### config.mk
export PLATFORM = sky130hd
export DESIGN_NAME = standby_clock_controller
export DESIGN_NICKNAME = d
export VERILOG_FILES = /design/src/standby_pkg.sv /design/src/wake_counter.sv /design/src/standby_clock_controller.sv
export SDC_FILE = /design/constraint.sdc
export NUM_CORES = 1
export LEC_CHECK = 0
export BUFFER_PORTS_ARGS = -buffer_cell sky130_fd_sc_hd__buf_4
export CAP_MARGIN = 20
export CORE_MARGIN = 8
export CORE_UTILIZATION = 30
export DETAILED_ROUTE_END_ITERATION = 10
export GPL_ROUTABILITY_DRIVEN = 0
export PLACE_DENSITY = 0.58
export SKIP_CTS_REPAIR_TIMING = 1
export SLEW_MARGIN = 40
export SYNTH_ARGS = -nofsm -noshare
export SYNTH_HDL_FRONTEND = slang
export SYNTH_HIERARCHICAL = 1
export SYNTH_SLANG_ARGS = --single-unit
### constraint.sdc
create_clock -name mclk -period 5.1 [get_ports mclk]
set_clock_uncertainty 0.05 [all_clocks]
set_input_delay 0.765 -clock mclk [delete_from_list [all_inputs] [get_ports mclk]]
set_output_delay 0.765 -clock mclk [all_outputs]
set_load 0.005 [all_outputs]
### src/standby_pkg.sv
// Constants and types shared by the standby clock controller
package standby_pkg;
  localparam logic [15:0] OSC_SETTLE_SELECT_ADDR = 16'hfff4;
  localparam int SETTLE_SEL_LO_POS = 0;
  localparam int SETTLE_SEL_HI_POS = 1;
  localparam int SLOW_OSC_HALT_POS = 0;
  localparam int CLK_MHZ = 100;
  // Operation stop interval after deep-stop release, in ns (typical)
  localparam int STOP_HOLD_NS = 34000;
  localparam int STOP_HOLD_CYC = (STOP_HOLD_NS * CLK_MHZ) / 1000;
  localparam int SETTLE_EXP_0 = 10;
  localparam int SETTLE_EXP_1 = 12;
  localparam int SETTLE_EXP_2 = 15;
  localparam int SETTLE_EXP_3 = 17;
  // Idle resume delays in clocks
  localparam int IDLE_RESUME_VEC = 12;
  localparam int IDLE_RESUME_NOVEC = 4;
  localparam int CNT_W = 18;
  localparam logic [1:0] SETTLE_SEL_RST = 2'h0;
  typedef enum logic [2:0] {
    ST_RUN = 3'b000,
    ST_IDLE = 3'b001,
    ST_STOP = 3'b011,
    ST_OSCWAIT = 3'b010,
    ST_SETTLE = 3'b110,
    ST_HOLD = 3'b111,
    ST_RESUME = 3'b101
  } sb_state_t;
endpackage

### src/wake_counter.sv
`timescale 1ns/1ns
// Loadable down counter that times wake intervals
module wake_counter
  import standby_pkg::*;
#(
  parameter int W = CNT_W
) (
  input wire logic mclk,
  input wire logic resetn,
  input wire logic load,
  input wire logic [W-1:0] load_val,
  input wire logic run,
  output logic done
);
  logic [W-1:0] cnt_r;

  // Count down while run; done pulses high once it reaches zero
  always_ff @(posedge mclk or negedge resetn) begin
    if (!resetn) begin
      cnt_r <= '0;
    end else if (load) begin
      cnt_r <= load_val;
    end else if (run && cnt_r != '0) begin
      cnt_r <= cnt_r - 1'b1;
    end
  end

  always_ff @(posedge mclk or negedge resetn) begin
    if (!resetn) begin
      done <= 1'b0;
    end else begin
      done <= run && !load && (cnt_r == {{(W-1){1'b0}}, 1'b1});
    end
  end
endmodule

### src/standby_clock_controller.sv
`timescale 1ns/1ns
// Standby controller: idle and deep-stop modes with settling wait
module standby_clock_controller
  import standby_pkg::*;
#(
  parameter int HOLD_CYC = STOP_HOLD_CYC
) (
  input wire logic mclk,
  input wire logic resetn,
  input wire logic idle_instr,
  input wire logic stop_instr,
  input wire logic irq_pending,
  input wire logic global_irq_enable,
  input wire logic osc_started,
  input wire logic xtal_sel,
  input wire logic slow_osc_stoppable,
  input wire logic slow_osc_halt_bit,
  input wire logic wdt_on_slow_clk,
  input wire logic [15:0] mem_addr,
  input wire logic mem_wr,
  input wire logic mem_rd,
  input wire logic [7:0] mem_wdata,
  output logic [7:0] mem_rdata,
  output logic cpu_clk_en,
  output logic sys_osc_en,
  output logic slow_osc_en,
  output logic wdt_run,
  output logic periph_clk_en,
  output logic hold_io,
  output logic resume_vector,
  output logic resume_next
);
  sb_state_t state_r;
  logic [1:0] settle_sel_r;
  logic irq_s1_r;
  logic irq_s2_r;
  logic osc_s1_r;
  logic osc_s2_r;
  logic ctr_load;
  logic [CNT_W-1:0] ctr_val;
  logic ctr_run;
  logic ctr_done;
  logic sel_hit;
  logic [CNT_W-1:0] settle_cycles;

  // Wake sources come from other clocks or pins: two-stage synchronisers
  always_ff @(posedge mclk or negedge resetn) begin
    if (!resetn) begin
      irq_s1_r <= 1'b0;
      irq_s2_r <= 1'b0;
      osc_s1_r <= 1'b0;
      osc_s2_r <= 1'b0;
    end else begin
      irq_s1_r <= irq_pending;
      irq_s2_r <= irq_s1_r;
      osc_s1_r <= osc_started;
      osc_s2_r <= osc_s1_r;
    end
  end

  assign sel_hit = (mem_addr == OSC_SETTLE_SELECT_ADDR);

  // Settling select register; undefined by spec, reset to a known value here
  always_ff @(posedge mclk or negedge resetn) begin
    if (!resetn) begin
      settle_sel_r <= SETTLE_SEL_RST;
    end else if (mem_wr && sel_hit) begin
      settle_sel_r <= mem_wdata[SETTLE_SEL_HI_POS:SETTLE_SEL_LO_POS];
    end
  end

  // Read data: upper bits read zero
  always_ff @(posedge mclk or negedge resetn) begin
    if (!resetn) begin
      mem_rdata <= 8'h00;
    end else if (mem_rd && sel_hit) begin
      mem_rdata <= {6'h00, settle_sel_r};
    end else begin
      mem_rdata <= 8'h00;
    end
  end

  // Settling length from the select field
  always_comb begin
    case (settle_sel_r)
      2'h0: settle_cycles = CNT_W'(1 << SETTLE_EXP_0);
      2'h1: settle_cycles = CNT_W'(1 << SETTLE_EXP_1);
      2'h2: settle_cycles = CNT_W'(1 << SETTLE_EXP_2);
      default: settle_cycles = CNT_W'(1 << SETTLE_EXP_3);
    endcase
  end

  // Counter load on entering each timed state
  always_comb begin
    ctr_load = 1'b0;
    ctr_val = '0;
    case (state_r)
      ST_RUN: begin
        // Stop with a wake already pending skips the halt but still holds
        if (stop_instr && irq_s2_r) begin
          ctr_load = 1'b1;
          ctr_val = CNT_W'(HOLD_CYC);
        end
      end
      ST_OSCWAIT: begin
        if (osc_s2_r) begin
          ctr_load = 1'b1;
          // Crystal waits for settling; others go straight to the hold
          ctr_val = xtal_sel ? settle_cycles : CNT_W'(HOLD_CYC);
        end
      end
      ST_SETTLE: begin
        if (ctr_done) begin
          ctr_load = 1'b1;
          ctr_val = CNT_W'(HOLD_CYC);
        end
      end
      ST_IDLE: begin
        if (irq_s2_r) begin
          ctr_load = 1'b1;
          ctr_val = global_irq_enable ? CNT_W'(IDLE_RESUME_VEC - 2)
                                      : CNT_W'(IDLE_RESUME_NOVEC - 2);
        end
      end
      default: begin
        ctr_load = 1'b0;
        ctr_val = '0;
      end
    endcase
  end

  assign ctr_run = (state_r == ST_SETTLE) || (state_r == ST_HOLD) || (state_r == ST_RESUME);

  wake_counter #(.W(CNT_W)) u_ctr (
    .mclk(mclk),
    .resetn(resetn),
    .load(ctr_load),
    .load_val(ctr_val),
    .run(ctr_run),
    .done(ctr_done)
  );

  // Mode sequencer; reset leaves any mode at once (async reset)
  always_ff @(posedge mclk or negedge resetn) begin
    if (!resetn) begin
      state_r <= ST_RUN; // Reset wait belongs to the option byte, not the select field
    end else begin
      case (state_r)
        ST_RUN: begin
          // Instructions only taken here, so none lands mid-wake
          if (stop_instr) begin
            state_r <= irq_s2_r ? ST_HOLD : ST_STOP;
          end else if (idle_instr) begin
            state_r <= irq_s2_r ? ST_RUN : ST_IDLE;
          end
        end
        ST_IDLE: if (irq_s2_r) state_r <= ST_RESUME;
        ST_STOP: if (irq_s2_r) state_r <= ST_OSCWAIT;
        ST_OSCWAIT: begin
          if (osc_s2_r) state_r <= xtal_sel ? ST_SETTLE : ST_HOLD;
        end
        ST_SETTLE: if (ctr_done) state_r <= ST_HOLD;
        ST_HOLD: if (ctr_done) state_r <= ST_RUN;
        ST_RESUME: if (ctr_done) state_r <= ST_RUN;
        default: state_r <= ST_RUN;
      endcase
    end
  end

  // Clock gates are registered so the CPU clock enable never glitches
  always_ff @(posedge mclk or negedge resetn) begin
    if (!resetn) begin
      cpu_clk_en <= 1'b1;
      sys_osc_en <= 1'b1;
      periph_clk_en <= 1'b1;
      hold_io <= 1'b0;
    end else begin
      cpu_clk_en <= (state_r == ST_RUN) && !(idle_instr && !irq_s2_r)
                    && !stop_instr;
      sys_osc_en <= !(state_r == ST_STOP) && !(state_r == ST_RUN && stop_instr && !irq_s2_r);
      periph_clk_en <= (state_r != ST_STOP) && (state_r != ST_OSCWAIT);
      hold_io <= (state_r != ST_RUN);
    end
  end

  // Slow oscillator: only software halt may stop it, never standby
  always_ff @(posedge mclk or negedge resetn) begin
    if (!resetn) begin
      slow_osc_en <= 1'b1;
      wdt_run <= 1'b1;
    end else begin
      slow_osc_en <= !(slow_osc_stoppable && slow_osc_halt_bit);
      wdt_run <= !(wdt_on_slow_clk && state_r == ST_STOP);
    end
  end

  // Resume kind flags stand one cycle at return to run from idle (ST_RESUME only)
  always_ff @(posedge mclk or negedge resetn) begin
    if (!resetn) begin
      resume_vector <= 1'b0;
      resume_next <= 1'b0;
    end else begin
      resume_vector <= (state_r == ST_RESUME) && ctr_done && global_irq_enable;
      resume_next <= (state_r == ST_RESUME) && ctr_done && !global_irq_enable;
    end
  end

  property p_idle_gates;
    @(posedge mclk) disable iff (!resetn)
      (state_r == ST_RUN && idle_instr && !irq_s2_r && !stop_instr) |=> !cpu_clk_en && sys_osc_en;
  endproperty
  a_idle_gates: assert property (p_idle_gates) else $error("idle did not gate cpu clock");

  property p_stop_osc;
    @(posedge mclk) disable iff (!resetn)
      (state_r == ST_STOP) |=> !sys_osc_en || $past(irq_s2_r);
  endproperty
  a_stop_osc: assert property (p_stop_osc) else $error("oscillator ran in deep-stop");

  property p_stop_wake;
    @(posedge mclk) disable iff (!resetn)
      (state_r == ST_STOP && irq_s2_r) |=> state_r == ST_OSCWAIT;
  endproperty
  a_stop_wake: assert property (p_stop_wake) else $error("interrupt did not wake");

  property p_slow_kept;
    @(posedge mclk) disable iff (!resetn)
      !slow_osc_stoppable |=> slow_osc_en;
  endproperty
  a_slow_kept: assert property (p_slow_kept) else $error("slow oscillator stopped");

  property p_wdt_stop;
    @(posedge mclk) disable iff (!resetn)
      (state_r == ST_STOP && wdt_on_slow_clk) |=> !wdt_run;
  endproperty
  a_wdt_stop: assert property (p_wdt_stop) else $error("watchdog ran in deep-stop");

  property p_no_xtal_wait;
    @(posedge mclk) disable iff (!resetn)
      (state_r == ST_OSCWAIT && osc_s2_r && !xtal_sel) |=> state_r == ST_HOLD;
  endproperty
  a_no_xtal_wait: assert property (p_no_xtal_wait) else $error("wait applied without crystal");

  property p_wait_osc;
    @(posedge mclk) disable iff (!resetn)
      (state_r == ST_OSCWAIT && !osc_s2_r) |=> state_r == ST_OSCWAIT;
  endproperty
  a_wait_osc: assert property (p_wait_osc) else $error("settle began before oscillation");

  property p_idle_resume;
    @(posedge mclk) disable iff (!resetn)
      (state_r == ST_IDLE && irq_s2_r && !global_irq_enable) |-> ##[3:5] cpu_clk_en;
  endproperty
  a_idle_resume: assert property (p_idle_resume) else $error("idle resume late");

  property p_gated_wake;
    @(posedge mclk) disable iff (!resetn)
      (state_r == ST_SETTLE) |=> !cpu_clk_en;
  endproperty
  a_gated_wake: assert property (p_gated_wake) else $error("cpu clock ran during settle");

  property p_ignore_instr;
    @(posedge mclk) disable iff (!resetn)
      (state_r == ST_HOLD && !ctr_done) |=> state_r == ST_HOLD;
  endproperty
  a_ignore_instr: assert property (p_ignore_instr) else $error("hold cut short");

  property p_pending_stop;
    @(posedge mclk) disable iff (!resetn)
      (state_r == ST_RUN && stop_instr && irq_s2_r) |=> state_r == ST_HOLD && sys_osc_en;
  endproperty
  a_pending_stop: assert property (p_pending_stop) else $error("pending stop halted");

  property p_vec_resume;
    @(posedge mclk) disable iff (!resetn)
      (state_r == ST_IDLE && irq_s2_r && global_irq_enable) |-> ##[11:13] cpu_clk_en;
  endproperty
  a_vec_resume: assert property (p_vec_resume) else $error("vectored resume late");

  property p_io_held;
    @(posedge mclk) disable iff (!resetn)
      (state_r != ST_RUN) |=> hold_io;
  endproperty
  a_io_held: assert property (p_io_held) else $error("port state not held");

  c_idle: cover property (@(posedge mclk) state_r == ST_IDLE ##1 state_r == ST_RESUME);
  c_settle: cover property (@(posedge mclk) state_r == ST_SETTLE ##1 state_r == ST_HOLD);
  c_hold_done: cover property (@(posedge mclk) state_r == ST_HOLD ##1 state_r == ST_RUN);
  c_pending_stop: cover property (@(posedge mclk) state_r == ST_RUN ##1 state_r == ST_HOLD);
endmodule

# Word-level counts from Yosys, hierarchy flattened
# Cells that the tools add are included.
# totals
ff_bits,44
output_inout_bits,16
elab_cells,99
# classes
add_sub_neg,1
eq_ne,18
mux,27
n_reduce_logical,36
# ops
cell,count
18-bit 2-to-1 mux,4
18-bit case mux with 4 select lines,1
18-bit case mux with 3 select lines,1
12-bit 2-to-1 mux,2
3-bit 2-to-1 mux,8
"18-bit by 1-bit == test with 1-bit output, second input constant",1
1-bit logical AND,18
3-bit case mux with 6 select lines,1
18-bit nonzero test,1
"18-bit by 1-bit subtractor with 18-bit output, second input constant",1
"16-bit == test, second input constant",1
"3-bit == test, second input constant",3
1-bit zero test,9
4-bit 2-to-1 mux,2
"3-bit by 2-bit == test with 1-bit output, second input constant",2
1-bit 2-to-1 mux,6
"2-bit != test, second input constant",3
"3-bit by 2-bit != test with 1-bit output, second input constant",2
6-bit AND reduction,1
"2-bit by 1-bit != test with 1-bit output, second input constant",2
1-bit case mux with 4 select lines,1
"3-bit by 1-bit == test with 1-bit output, second input constant",1
3-bit zero test,1
"3-bit != test, second input constant",1
other kinds (8),9

# Longest topological paths before layout
# depth
depth_word,6
mapped_depth,8

# Cells and area by module
# The synthesis kept the hierarchy.
# by_module_without_submodules
module,instances,cells_each,area_each_um2,seq_area_each_um2
wake_counter,1,127,1218.7,475.5
standby_clock_controller,1,96,922.1,481.7

# Worst setup path after synthesis
# No wires, ideal clock.
# synth_path
path_type,input port to flip-flop
startpoint,input port stop_instr
endpoint,register u_ctr.cnt_r[15]
setup_ps,125
arrival_time_ps,2239
required_ps,4925
slack_ps,2686
cell_stages,6
path_buffers,2
path_cell_list,or4bb_1 -> a21oi_1 -> or3_1 -> buf_4 -> clkbuf_1 -> mux2_2
# synth_via
elab_chain_len,4
# synth_lines
element,line_no,source
start: declaration,standby_clock_controller.sv:11,"input wire logic stop_instr,"
1-bit logical AND *,standby_clock_controller.sv:100,if (stop_instr && irq_s2_r) begin
1-bit 2-to-1 mux *,standby_clock_controller.sv:100,
1-bit case mux with 4 select lines *,standby_clock_controller.sv:97,case (state_r)
net ctr_load,standby_clock_controller.sv:39,logic ctr_load;
18-bit 2-to-1 mux or 2-bit nonzero test (tied branches),-,
end signal: assignment,wake_counter.sv:22,cnt_r <= load_val;
end signal: assignment,wake_counter.sv:24,cnt_r <= cnt_r - 1'b1;
end: declaration,wake_counter.sv:15,logic [W-1:0] cnt_r;
# The timed path passes the listed nets; every way through them passes the cells marked *.
# A chain may end at the register's enable or synchronous reset.

# Final worst setup path
# layout_path
startpoint,register state_r[2]
endpoint,register u_ctr.cnt_r[16]
# layout_via
elab_chain_len,5
# layout_lines
element,line_no,source
start: declaration,standby_clock_controller.sv:33,sb_state_t state_r;
start signal: assignment,standby_clock_controller.sv:152,state_r <= irq_s2_r ? ST_HOLD : ST_STOP;
start signal: assignment,standby_clock_controller.sv:154,state_r <= irq_s2_r ? ST_RUN : ST_IDLE;
start signal: assignment,standby_clock_controller.sv:160,if (osc_s2_r) state_r <= xtal_sel ? ST_SETTLE : ST_HOLD;
3-bit == test,standby_clock_controller.sv:132,assign ctr_run = (state_r == ST_SETTLE) || (state_r == ST_HOLD) || (state_r == ST_RESUME);
1-bit logical OR,standby_clock_controller.sv:132,
1-bit logical OR *,standby_clock_controller.sv:132,
net ctr_run,standby_clock_controller.sv:41,logic ctr_run;
1-bit logical AND *,wake_counter.sv:23,end else if (run && cnt_r != '0) begin
2-bit nonzero test (no source line) *,-,
# Marked as above.

==> metrics <==
clock latency on the worst-skew pair=0.29 ns; initial DRC count=60; most common cell after layout, fill and taps aside=buf_4; vias in the first global route=1802; fmax=352.8 MHz; Port-buffer cells=40; GRT Util Overall=0.1016; Slew Limit Fails=0; Antenna diodes=0; Slew HR=0.5025; critical path's top delay family=simple AND/OR/NAND/NOR gates; Routed WL per cell=12.89 um; outcome=complete, no violations; Die X=100.5 um; Critical-path top delay cell=or4bb_2; Total Nets Final=309; worst path cell trace=inv_1, nor2_1, or4bb_2, a2111oi_4, nand2_1, xor2_1, o21ai_1; post-route minimum period=2.834 ns; Levels on crit path=7; largest net degree at the start of global routing=39; Worst-Margin Slew=0.7401 ns; full die area=0.01010 mm2; Worst Hold Margin=0.3049 ns; CP bufs+invs=1; worst-case reg-to-reg path depth=7; CP arrival=2.95 ns; top post-synthesis cells by area=dfrtp_1 (39%), dfstp_2 (6.1%), nand2_1 (5.3%); vias=1737; count of different cell masters after synthesis=55; sequential share of the synthesized area=0.4471; Sink Count=38; # IOs=53; Synth Warn #=6; end point of the worst hold path=irq_s2_r; area of the mapped netlist=0.002141 mm2; worst hold path class=reg2reg; MaxCap Viol Count=0; CTS H-Tree Depth=2; post-synth top area share=0.3857; CP Max Fanout=12; Residual DRC=0; commonest cells after routing, fill and taps aside=buf_4 (41), dfrtp_1 (33), nand2_1 (30), nor2_1 (15), conb_1 (15); Initial Util=0.3117; Critical R2R Capture=u_ctr/cnt_r[16]; Synth async-reset ratio=1.000; setup TNS=0 ns; Final Hold Vio Count=0; post-layout util=0.3858; Hold Path Depth=0; worst setup path category=reg2reg; share of layout cells above drive strength 1=0.2583; DRT Pass-1 Iters=4; crit path launch type=flop; row cnt=30; RSZ-0062 raised after global routing=no; Core Box Area=0.006869 mm2; Worst path max stage delay=0.65 ns; leak pwr=1.100 nW; Setup-failing EPs final=0; first-pass GRT wire length=8321 um; ys flop type=dfrtp_1; EDFF count, synth=0; Synth Instances=223; Tot Pwr=771.5 uW; CP required=5.21 ns; antenna violations before repair=0; TritonCTS clock tree=yes; reg-to-reg setup timing slack=2.27 ns; Overflow after GRT=0; beginning of the worst register-to-register path=state_r[2]; Crit. End Element=flop; period utilisation layout=0.5558; Max clock buf depth=2; DR vias/cell=4.733; HPWL after DPL=3489 um; Avg Cell Area, Syn=9.600 um2; final wirelength=4730 um; Cell Pwr Density=291.1 mW/mm2; Placement Cell Area=0.002536 mm2; hold_sp=irq_s1_r; antenna viol nets, final=0; Worst-path clk slew=0.08 ns; biggest area consumer among synthesized cells=dfrtp_1; clock root cell=clkbuf_8; design area=0.002650 mm2; Die Height=100.5 um; Layout area overhead=23.79%; VDD IR max=0.09763 mV; CTS buffer count=5; Synth Register Bits=38
==> synthesized netlist by cell type, drive strengths merged, types with 2 or more instances <==
cell type  count
a21o           2
a21oi          4
a32oi          2
and3           4
and4b          2
buf           10
clkbuf         5
dfrtp         33
dfstp          5
ha             2
inv            9
mux2           6
nand2         30
nand3          7
nand4          4
nor2          15
nor2b          6
nor3           6
nor4           8
o2111ai        3
o21ai         19
o31ai          2
or4            3
or4bb          2
xnor2          6
xor2           7
==> cell type report <==
cell class | instances | area [um2]
Tap cell | 96 | 120.1
Timing Repair Buffer | 41 | 307.8
Inverter | 9 | 33.78
Multi-Input combinational cell | 175 | 1117
Fill cell | 686 | 4219
Sequential cell | 38 | 957.2
Clock inverter | 3 | 45.04
Clock buffer | 5 | 68.82
==> per-stage QoR <==
step / setup slack [ns] / cells
after detailed placement: 2.286 / 359
final: 2.266 / 367
after global placement: 2.226 / 359
after global routing: 2.033 / 367
after CTS: 2.265 / 367
after floorplan: 2.686 / 237
==> flip-flops by register name, indices dropped and copies added, names as in the netlist <==
signal / count
u_ctr/cnt_r: 18
state_r: 3
mem_rdata: 2
settle_sel_r: 2
cpu_clk_en: 1
hold_io: 1
irq_s1_r: 1
irq_s2_r: 1
osc_s1_r: 1
osc_s2_r: 1
periph_clk_en: 1
resume_next: 1
resume_vector: 1
slow_osc_en: 1
sys_osc_en: 1
u_ctr/done: 1
wdt_run: 1
==> cell families (layout without fill, tap and decap cells) <==
family	count (synthesis)	after routing	share of synthesized area
adder cells (fa/ha/maj)	2	2	0.01169
AO/OA/AOI/OAI	39	39	0.1245
AND/OR/NAND/NOR	99	99	0.2694
buffers and inverters	24	58	0.05611
other	1	15	0.001752
flip-flops	38	38	0.4471
XOR/XNOR	13	13	0.05319
multiplexers	7	7	0.03623
==> routing by layer <==
layer / GRT usage / routed length, um / up-vias / share of wire
met1: 0.1191 / 2118 / 820 / 0.45
met5: 0 / 0 / - / 0
li1: - / - / 869 / -
met3: 0.02970 / 264 / 5 / 0.056
met4: 0.04186 / 87 / 0 / 0.018
met2: 0.1692 / 2259 / 43 / 0.48
==> worst reg2reg max path, cell delays in order (launching register included) <==
cell and delay (ns):
dfrtp_1 0.56, inv_1 0.20, nor2_1 0.59, or4bb_2 0.65
a2111oi_4 0.30, nand2_1 0.12, xor2_1 0.18, o21ai_1 0.07
==> how the worst max path moves through the flow <==
stage | startpoint | end | slack [ns]
after CTS | state_r[2] | u_ctr/cnt_r[16] | 2.26
after detailed placement | state_r[2] | u_ctr/cnt_r[16] | 2.29
after global placement | stop_instr | u_ctr/cnt_r[10] | 2.23
after floorplan | stop_instr | u_ctr/cnt_r[15] | 2.69
final | state_r[2] | u_ctr/cnt_r[16] | 2.27
after global routing | state_r[2] | u_ctr/cnt_r[16] | 2.03
==> power breakdown <==
part / leakage [nW] / switching (mW) / internal, mW
Combinational: 0.605 / 0.0639 / 0.0669
Sequential: 0.444 / 0.0484 / 0.335
Clock: 0.0504 / 0.111 / 0.145
Power figures use the tool's default switching activity.
